[src/hw/ptg_pkg.sv]
`default_nettype none
package ptg_pkg;

   // ----------------------------------------------------------------
   // Divider chain and register port geometry
   // ----------------------------------------------------------------
   localparam int               PTG_STAGES      = 18;
   localparam int               PTG_AW          = 4;
   localparam int               PTG_DW          = 8;
   localparam int               PTG_TAPW        = 5;
   localparam logic [PTG_AW-1:0] PTG_CTRL_OFFSET = 4'h0;

   // ----------------------------------------------------------------
   // Field layout of tick_control
   // ----------------------------------------------------------------
   localparam int PTG_FLAG_BIT = 7;
   localparam int PTG_RATE_MSB = 6;
   localparam int PTG_RATE_LSB = 4;
   localparam int PTG_ACK_BIT  = 3;
   localparam int PTG_IE_BIT   = 2;
   localparam int PTG_RUN_BIT  = 1;

   // ----------------------------------------------------------------
   // Reset values
   // ----------------------------------------------------------------
   localparam logic [2:0]            PTG_RATE_RST  = 3'h0;
   localparam logic                  PTG_IE_RST    = 1'b0;
   localparam logic                  PTG_RUN_RST   = 1'b0;
   localparam logic                  PTG_FLAG_RST  = 1'b0;
   localparam logic [PTG_DW-1:0]     PTG_RDATA_RST = 8'h00;
   localparam logic [PTG_STAGES-1:0] PTG_CNT_RST   = 18'h00000;

   typedef logic [PTG_TAPW-1:0] ptg_tap_t;

   // Operating mode of the chain; Gray coded along off, run, hold.
   typedef enum logic [1:0] {
      PTG_OFF  = 2'b00,
      PTG_RUN  = 2'b01,
      PTG_HOLD = 2'b11
   } ptg_mode_t;

   // Chain stage whose rising edge marks a rollover; ratio is 2 << stage.
   function automatic ptg_tap_t ptg_tap_bit(input logic [2:0] rate);
      case (rate)
         3'h0:    ptg_tap_bit = 5'h11;
         3'h1:    ptg_tap_bit = 5'h10;
         3'h2:    ptg_tap_bit = 5'h0f;
         3'h3:    ptg_tap_bit = 5'h0e;
         3'h4:    ptg_tap_bit = 5'h05;
         3'h5:    ptg_tap_bit = 5'h04;
         3'h6:    ptg_tap_bit = 5'h03;
         default: ptg_tap_bit = 5'h02;
      endcase
   endfunction : ptg_tap_bit

endpackage : ptg_pkg
`default_nettype wire

[src/hw/ptg_divider.sv]
`timescale 1ns/100ps
`default_nettype none
module ptg_divider
   import ptg_pkg::*;
(
   input  wire logic                  clk_sys,
   input  wire logic                  arst_n,
   input  wire logic                  clear,
   input  wire logic                  step,
   input  wire ptg_tap_t              tap,
   output var  logic [PTG_STAGES-1:0] count_q,
   output var  logic                  rollover_q
);

   // ----------------------------------------------------------------
   // Binary chain
   // ----------------------------------------------------------------
   logic [PTG_STAGES-1:0] count_d;

   // The sum wraps naturally past the last stage, so ticks keep coming.
   always_comb begin
      count_d = count_q;
      if (clear) begin
         count_d = PTG_CNT_RST;
      end else if (step) begin
         count_d = count_q + 18'h00001;
      end
   end

   // Held at zero while stopped, so a restart always begins clean.
   always_ff @(posedge clk_sys or negedge arst_n) begin
      if (!arst_n) begin
         count_q <= PTG_CNT_RST;
      end else begin
         count_q <= count_d;
      end
   end

   // A rising edge at the chosen stage: half a period after a clean
   // start, then one full period between every later edge.
   always_ff @(posedge clk_sys or negedge arst_n) begin
      if (!arst_n) begin
         rollover_q <= 1'b0;
      end else begin
         rollover_q <= step & ~clear & ~count_q[tap] & count_d[tap];
      end
   end

endmodule : ptg_divider
`default_nettype wire

[src/hw/ptg_tick_gen.sv]
// The implementer's own choices: the address map and the strobed register port.
`timescale 1ns/100ps
`default_nettype none
// Contract
// - Eighteen-stage binary chain on the oscillator reference, eight selectable taps.
// - Chain held at zero while run enable is clear; counts once set.
// - Rollover at the selected tap sets the tick flag.
// - Interrupt request when tick flag and interrupt enable are both set.
// - First tick after enabling at half period, later ticks at full period.
// - Rate codes 0..7 divide by 262144,131072,65536,32768,64,32,16,8.
// - Acknowledge bit reads zero; writing one clears the flag, zero does nothing.
// - Tick flag readable, not writable; one while a tick is pending.
// - Interrupt enable is read/write and cleared by reset.
// - Run enable is read/write, reset clears it; toggling it restarts from zero.
// - Wait mode keeps counting; control register not accessible.
// - Stop with oscillator kept alive keeps counting to wake periodically.
// - Stop without oscillator freezes the generator; no register access.
module ptg_tick_gen
   import ptg_pkg::*;
(
   input  wire logic              clk_sys,
   input  wire logic              arst_n,
   input  wire logic              osc_reference_clock,
   input  wire logic              wait_mode,
   input  wire logic              stop_mode,
   input  wire logic              osc_on_in_halt,
   input  wire logic [PTG_AW-1:0] bus_addr,
   input  wire logic [PTG_DW-1:0] bus_wdata,
   input  wire logic              bus_wr,
   input  wire logic              bus_rd,
   output var  logic [PTG_DW-1:0] bus_rdata_q,
   output var  logic              tick_irq_q
);

   // ----------------------------------------------------------------
   // Oscillator reference sampling
   // ----------------------------------------------------------------
   logic osc_meta_q;
   logic osc_sync_q;
   logic osc_prev_q;
   logic osc_edge;

   // The reference is far slower than the system clock, so its rising
   // edge becomes a one-cycle step enable instead of a second domain.
   always_ff @(posedge clk_sys or negedge arst_n) begin
      if (!arst_n) begin
         osc_meta_q <= 1'b0;
         osc_sync_q <= 1'b0;
         osc_prev_q <= 1'b0;
      end else begin
         osc_meta_q <= osc_reference_clock;
         osc_sync_q <= osc_meta_q;
         osc_prev_q <= osc_sync_q;
      end
   end

   assign osc_edge = osc_sync_q & ~osc_prev_q;

   // ----------------------------------------------------------------
   // Register port
   // ----------------------------------------------------------------
   logic [2:0] tick_rate_select_q;
   logic       tick_irq_enable_q;
   logic       tick_run_enable_q;
   logic       tick_flag_q;
   logic       tick_flag_d;
   logic       bus_open;
   logic       ctrl_sel;
   logic       ctrl_wr;
   logic       ack_wr;

   // The processor is parked in wait and stop, so the port is closed.
   assign bus_open = ~wait_mode & ~stop_mode;
   assign ctrl_sel = bus_open & (bus_addr == PTG_CTRL_OFFSET);
   assign ctrl_wr  = ctrl_sel & bus_wr;
   assign ack_wr   = ctrl_wr & bus_wdata[PTG_ACK_BIT];

   // Rate changes while running are accepted as written; keeping them
   // out of a running chain is up to software.
   always_ff @(posedge clk_sys or negedge arst_n) begin
      if (!arst_n) begin
         tick_rate_select_q <= PTG_RATE_RST;
         tick_irq_enable_q  <= PTG_IE_RST;
         tick_run_enable_q  <= PTG_RUN_RST;
      end else if (ctrl_wr) begin
         tick_rate_select_q <= bus_wdata[PTG_RATE_MSB:PTG_RATE_LSB];
         tick_irq_enable_q  <= bus_wdata[PTG_IE_BIT];
         tick_run_enable_q  <= bus_wdata[PTG_RUN_BIT];
      end
   end

   // Read data stand for exactly one cycle; the acknowledge and spare
   // bits always read zero, as does any other address.
   always_ff @(posedge clk_sys or negedge arst_n) begin
      if (!arst_n) begin
         bus_rdata_q <= PTG_RDATA_RST;
      end else if (ctrl_sel & bus_rd) begin
         bus_rdata_q                            <= PTG_RDATA_RST;
         bus_rdata_q[PTG_FLAG_BIT]              <= tick_flag_q;
         bus_rdata_q[PTG_RATE_MSB:PTG_RATE_LSB] <= tick_rate_select_q;
         bus_rdata_q[PTG_IE_BIT]                <= tick_irq_enable_q;
         bus_rdata_q[PTG_RUN_BIT]               <= tick_run_enable_q;
      end else begin
         bus_rdata_q <= PTG_RDATA_RST;
      end
   end

   // ----------------------------------------------------------------
   // Operating mode
   // ----------------------------------------------------------------
   ptg_mode_t mode_q;
   ptg_mode_t mode_d;
   logic      osc_dead;

   // In stop the chain only sees edges if its oscillator is kept alive.
   assign osc_dead = stop_mode & ~osc_on_in_halt;

   always_comb begin
      case (mode_q)
         PTG_OFF:  mode_d = tick_run_enable_q ? PTG_RUN : PTG_OFF;
         PTG_RUN:  mode_d = !tick_run_enable_q ? PTG_OFF :
                            (osc_dead ? PTG_HOLD : PTG_RUN);
         PTG_HOLD: mode_d = !tick_run_enable_q ? PTG_OFF :
                            (osc_dead ? PTG_HOLD : PTG_RUN);
         default:  mode_d = PTG_OFF;
      endcase
   end

   always_ff @(posedge clk_sys or negedge arst_n) begin
      if (!arst_n) begin
         mode_q <= PTG_OFF;
      end else begin
         mode_q <= mode_d;
      end
   end

   // ----------------------------------------------------------------
   // Divider chain
   // ----------------------------------------------------------------
   logic [PTG_STAGES-1:0] count_q;
   logic                  rollover_q;
   logic                  step;
   ptg_tap_t              tap;

   // Wait mode does not gate the step, so ticks keep flowing there.
   assign step = osc_edge & (mode_q == PTG_RUN);
   assign tap  = ptg_tap_bit(tick_rate_select_q);

   ptg_divider u_divider (
      .clk_sys    (clk_sys),
      .arst_n     (arst_n),
      .clear      (~tick_run_enable_q),
      .step       (step),
      .tap        (tap),
      .count_q    (count_q),
      .rollover_q (rollover_q)
   );

   // ----------------------------------------------------------------
   // Tick flag and request
   // ----------------------------------------------------------------
   // A rollover in the same cycle as an acknowledge wins, so no tick is
   // ever lost to a late acknowledge.
   always_comb begin
      tick_flag_d = tick_flag_q;
      if (rollover_q) begin
         tick_flag_d = 1'b1;
      end else if (ack_wr) begin
         tick_flag_d = 1'b0;
      end
   end

   always_ff @(posedge clk_sys or negedge arst_n) begin
      if (!arst_n) begin
         tick_flag_q <= PTG_FLAG_RST;
      end else begin
         tick_flag_q <= tick_flag_d;
      end
   end

   // Built from next values, so the request equals the AND of the two
   // register bits in every cycle and still leaves a flip-flop.
   always_ff @(posedge clk_sys or negedge arst_n) begin
      if (!arst_n) begin
         tick_irq_q <= 1'b0;
      end else begin
         tick_irq_q <= tick_flag_d & (ctrl_wr ? bus_wdata[PTG_IE_BIT]
                                              : tick_irq_enable_q);
      end
   end

   // ----------------------------------------------------------------
   // Checks
   // ----------------------------------------------------------------
   logic [PTG_STAGES:0] steps_q;
   logic [PTG_STAGES:0] ratio;
   logic [PTG_STAGES:0] tap_mask;
   logic                seen_q;

   // Steps since the last rollover, and whether one has been seen.
   always_ff @(posedge clk_sys or negedge arst_n) begin
      if (!arst_n) begin
         steps_q <= 19'h00000;
         seen_q  <= 1'b0;
      end else if (!tick_run_enable_q) begin
         steps_q <= 19'h00000;
         seen_q  <= 1'b0;
      end else begin
         steps_q <= (rollover_q ? 19'h00000 : steps_q) + {18'h00000, step};
         seen_q  <= seen_q | rollover_q;
      end
   end

   assign ratio    = 19'h00002 << tap;
   assign tap_mask = ratio - 19'h00001;
endmodule : ptg_tick_gen
`default_nettype wire

[config.mk]
export PLATFORM = sky130hd
export DESIGN_NAME = ptg_tick_gen
export DESIGN_NICKNAME = d
export VERILOG_FILES = /design/src/hw/ptg_pkg.sv /design/src/hw/ptg_divider.sv /design/src/hw/ptg_tick_gen.sv
export SDC_FILE = /design/constraint.sdc
export NUM_CORES = 1
export LEC_CHECK = 0
export BUFFER_PORTS_ARGS = -buffer_cell sky130_fd_sc_hd__buf_2
export CORE_UTILIZATION = 55
export DETAILED_ROUTE_END_ITERATION = 10
export MAX_ROUTING_LAYER = met4
export PLACE_DENSITY = 0.84
export SYNTH_ARGS = -nofsm -noshare
export SYNTH_HDL_FRONTEND = slang
export SYNTH_SLANG_ARGS = --single-unit
[constraint.sdc]
create_clock -name clk_sys -period 2.69 [get_ports clk_sys]
set_input_delay 0.4035 -clock clk_sys [delete_from_list [all_inputs] [get_ports clk_sys]]
set_output_delay 0.4035 -clock clk_sys [all_outputs]
set_load 0.02 [all_outputs]
======== Word-level counts from Yosys, hierarchy flattened ========
Index checks and enable logic that the tools add are counted.
Widths: inputs -> output; s select.
operators by class
  add/subtract/negate cells ............... 1
  multiply operators ...................... 0
  div/mod/pow operators ................... 0
  order comparisons ....................... 1
  equality and inequality tests ........... 8
  shifts and indexed selects .............. 0
  multiplexer cells ....................... 15
  bitwise logic cells ..................... 17
  reductions and logical operators ........ 4
operators by type and width
  kind                   count
  $mux 18                2
  $pmux 5 s7             1
  $add 18x1->18 const B  1
  $and 1x1->1            12
  $bmux 1 s5             2
  $eq 3x3->1 const B     3
  $mux 8                 1
  $eq 3x2->1 const B     2
  $lt 5x6->1 const B     1
  $mux 1                 6
  $not 1->1              5
  $logic_not 4->1        1
  $mux 2                 2
  $pmux 2 s2             1
  $eq 3x1->1 const B     1
  $logic_not 3->1        1
  $eq 2x1->1 const B     1
  $eq 2x2->1 const B     1
  $logic_not 2->1        1
  $reduce_or 2->1        1
storage, ports and cells
  flip-flop bits (word level) ............. 39
  latch bits .............................. 0
  RAM bits ................................ 0
  memory bits (read-only) ................. 0
  output and inout bits ................... 9
  logic and storage cells ................. 58
  memories kept ........................... 0

======== Longest topological paths before layout ========
  depth after elaboration ................. 8
  mapped depth ............................ 8

======== Hierarchy ========
A second synthesis with hierarchy kept.
second synthesis, totals
  cells, all modules ...................... 199
  area total of the unflattened synthesis .. 2,104.5 µm²
modules (own cells, without submodules)
  module        times used  cells each  area an instance (µm²)  sequential area each (µm²)
  ptg_divider   1           146         1,362.6                 475.5
  ptg_tick_gen  1           53          742.0                   450.4

======== Least setup slack after synthesis ========
Ideal clock, no wire load.
  path kind ............................... flip-flop to flip-flop
  from .................................... reg mode_q[1]
  to ...................................... reg u_divider.rollover_q
  setup time .............................. 0.111 ns
  arrival time ............................ 2.160 ns
  data required time ...................... 2.579 ns
  path slack .............................. 0.419 ns
  stages on the path, launching flop included .. 9
  path buffers ............................ 2
  period minus slack after synthesis ...... 2.271 ns
  path through ............................ dfrtp_1 -> nand4bb_1 -> buf_2 -> or4_1 -> buf_2 -> or4_4 -> nand3_1 -> a21oi_1 -> a2111oi_2
on the way
  word-level cells in the longest chain between the ends .. 7
  elaborated cells on any way between the ends .. 9
ends and longest elaborated chain
  element                       line                 RTL
  start: declaration            ptg_tick_gen.sv:111  ptg_mode_t mode_q;
  start signal: assignment      ptg_tick_gen.sv:133  mode_q <= mode_d;
  $eq 2x1->1 *                  ptg_tick_gen.sv:146  assign step = osc_edge & (mode_q == PTG_RUN);
  $and 1x1->1 *                 ptg_tick_gen.sv:146
  $mux 18                       ptg_divider.sv:25    end else if (step) begin
  $mux 18                       ptg_divider.sv:23    if (clear) begin
  $bmux 1 s5                    ptg_divider.sv:45    rollover_q <= step & ~clear & ~count_q[tap] & count_d[tap];
  $mux 1 (not written as such)  ptg_divider.sv:45
  $and 1x1->1 *                 ptg_divider.sv:45
  end signal: assignment        ptg_divider.sv:45
  end: declaration              ptg_divider.sv:12    output var logic rollover_q
Mark *: on every way between the ends. The rest lies on a longest branch, timed or not. The select of a mux whose other input is x is not followed.
A chain may end at the register's enable or synchronous reset.

======== Worst setup path after layout ========
Ends and elaborated chain as after synthesis.

==> flow_metrics.env <==
export IMPL_cpMaxStageDelayCell="dfrtp_1"
export IMPL_antenna_found_initial=0
export IMPL_grt_ovfl_total=0
export IMPL_tightestPinTransition_ns=0.791
export IMPL_crit_cells=8
export IMPL_synth_largest_area_cell="dfrtp_1"
export IMPL_vias_per_cell=5.31
export IMPL_cp_end_kind="flop"
export IMPL_critPathArrivalTime_ns=2.59
export IMPL_status="finished, final reports clean"
export IMPL_post_cts_buffers=0
export IMPL_critPathMaxFanout=8
export IMPL_met3_usage_pct=4.18
export IMPL_worstSkewPairLatency_ns=0.34
export IMPL_grt_first_pass_wirelength_mm=5.66
export IMPL_netlist_area_um2=1750
export IMPL_die_area_um2=3420
export IMPL_synth_cell_types=37
export IMPL_pin_count=29
export IMPL_placed_cell_area_um2=1920
export IMPL_synth_most_common_cell="dfrtp_1"
export IMPL_syn_to_final_growth_pct=14.5
export IMPL_drive_gt1_share_pct=20.3
export IMPL_ys_async_sr_fraction_pct=100
export IMPL_drv_cap=0
export IMPL_total_power_mw=1.10
export IMPL_path_cells="nand4bb_1 -> buf_4 -> nor4_1 -> buf_4 -> nand4_1 -> xnor2_1 -> o2111ai_1 -> a2111oi_2"
export IMPL_first_global_vias=1280
export IMPL_final_nets=217
export IMPL_busiest_layer="met2"
export IMPL_grt_max_degree=38
export IMPL_tns_ns=0
export IMPL_place_congestion=0.875
export IMPL_cts_sinks=37
export IMPL_synth_top_area_share_pct=52.8
export IMPL_ys_seq_area_share_pct=52.8
export IMPL_maxSlewHeadroom_pct=47.3
export IMPL_dpl_worst_slack_ns=0.332
export IMPL_r2r_setup_slack_ns=0.33
export IMPL_syn_inst=168
export IMPL_dieWidth_um=58.5
export IMPL_period_share_pct=87.6
export IMPL_synthTopCellsByArea="dfrtp_1 53%, and2_1 6.8%, nand2_1 5.1%"
export IMPL_post_drt_wl_per_cell_um=13.2
export IMPL_first_iter_violations=53
export IMPL_worst_endpoint_required_ns=2.93
export IMPL_synth_common_cells="37 x dfrtp_1, 24 x nand2_1, 19 x and2_1"
export IMPL_drv_slew=0
export IMPL_core_um2=3030
export IMPL_finalSetupViolCount=0
export IMPL_cellPowerDensity_nw_per_um2=546
export IMPL_ys_flop_type="dfrtp_1"
export IMPL_critPathTopFamily="simple AND/OR/NAND/NOR gates"
export IMPL_layout_setup_ws_ns=0.333
export IMPL_r2r_cells=8
export IMPL_vdd_drop_max_mv=0.380
export IMPL_reg2reg_from="mode_q[1]"
export IMPL_power_leakage_nw=0.954
export IMPL_critPathMostFrequentCell="buf_4"
export IMPL_min_period_ns=2.36
export IMPL_avgSynthCellArea_um2=10.4
export IMPL_cts_repair_resized=0
export IMPL_ys_seq_elements=37
export IMPL_critical_path_buf_inv_count=2
export IMPL_use_met2_pct=36.6
export IMPL_rows=20
export IMPL_ant_nets=0
export IMPL_grt_use_total_pct=22.9
export IMPL_clkTransAtPathRegs_ns=0.11
export IMPL_cts_inserted_buffers=5
export IMPL_critPathMaxStageDelay_ns=0.40
export IMPL_start_kind="flop"
export IMPL_r2r_end="u_divider.rollover_q"
export IMPL_antenna_cells=0
export IMPL_yosysWarnings=0
export IMPL_vias=1280
export IMPL_global_route_usage_met1_pct=28.2
export IMPL_root_buffer="clkbuf_4"
export IMPL_ctsHoldBuffers=0
export IMPL_rsz0062_at_grt="false"
export IMPL_fin_skew_ns=0.00778
export IMPL_clk_path_buf_depth=2
export IMPL_hold_class="in -> async"
export IMPL_drt_pass1_iterations=4
export IMPL_finalInstanceArea_um2=2010
export IMPL_critPathLaunch="mode_q[1]"
export IMPL_critPathKind="reg -> reg"
export IMPL_port_buffers=24
export IMPL_htree_levels=2
export IMPL_routed_wl_mm=3.17
export IMPL_cts_tree="yes"
export IMPL_timing_fmax_mhz=424
export IMPL_initial_core_util_pct=57.9
export IMPL_synth_edf_count=0
export IMPL_finalHoldViolations=0
export IMPL_place_hpwl_mm=2.28
export IMPL_die_y_um=58.5
export IMPL_drc=0
==> layer usage <==
metal | share of wire (%) | vias to the layer above
met2 | 49 | 28
met3 | 4.0 | 6
met4 | 1.3 | 0
met5 | 0 | -
met1 | 46 | 620
li1 | - | 626
==> sequential cells by signal, indices dropped and copies added (netlist names), 2 cells and up <==
name                flops
tick_rate_select_q      3
mode_q                  2
u_divider.count_q      18
bus_rdata_q             6
==> metrics by stage <==
| step | utilization, % | instances | hold slack [ns] |
|---|---|---|---|
| after floorplan | - | 169 | 0.108 |
| after global placement | 63.3 | 233 | 0.345 |
| after detailed placement | 63.3 | 233 | 0.342 |
| after CTS | 66.3 | 241 | 0.150 |
| after global routing | 66.3 | 241 | 0.149 |
| final | 66.3 | 241 | 0.133 |
==> layout make-up <==
cell class / count / area [µm²]
Timing Repair Buffer: 27 / 143
Tap cell: 44 / 55.1
Sequential cell: 37 / 926
Inverter: 6 / 22.5
Clock buffer: 6 / 51.3
Clock inverter: 2 / 37.5
Fill cell: 246 / 1020
Multi-Input combinational cell: 119 / 772
==> cells in the final DEF, fill, tap and decap left out, drive strengths merged <==
cell type	instances
nand3	9
o2111ai	1
clkinvlp	1
nand4bb	1
nor3	3
o21ai	4
conb	2
dfrtp	37
buf	27
and4b	1
nand2b	2
mux4	2
and2	19
bufinv	1
nor2b	1
ha	1
and4	1
a21oi	2
xor2	4
a2111o	1
clkbuf	6
a21o	2
nor2	5
a2111oi	2
nand2	24
or3	3
nor4	3
nand4	5
inv	6
a21boi	5
and3	1
xnor2	10
o31ai	1
nor3b	1
or4	2
and4bb	1
==> power by group <==
part           switching (mW)  internal [mW]  leakage [nW]
Sequential             0.0219          0.574         0.501
Clock                   0.186          0.221        0.0445
Combinational          0.0550         0.0392         0.409
Total                   0.263          0.834         0.954
==> worst max-delay path by stage <==
stage	endpoint	slack, ns
floorplan	u_divider.rollover_q	0.42
global placement	u_divider.rollover_q	0.41
detailed placement	u_divider.rollover_q	0.33
CTS	u_divider.rollover_q	0.31
global route	u_divider.rollover_q	0.13
finish	u_divider.rollover_q	0.33
==> cells by family (layout without fill, tap and decap cells) <==
kind of cell	after synthesis	after routing	synth area share, %
adder cells (fa/ha/maj)	1	1	0.714
buffers and inverters	13	41	3.35
multiplexers	2	2	2.57
AO/OA/AOI/OAI	18	18	7.64
AND/OR/NAND/NOR	82	82	25.7
XOR/XNOR	14	14	6.99
other	1	2	0.214
flip-flops	37	37	52.8
Note: power is estimated with default switching activity, not from simulation.
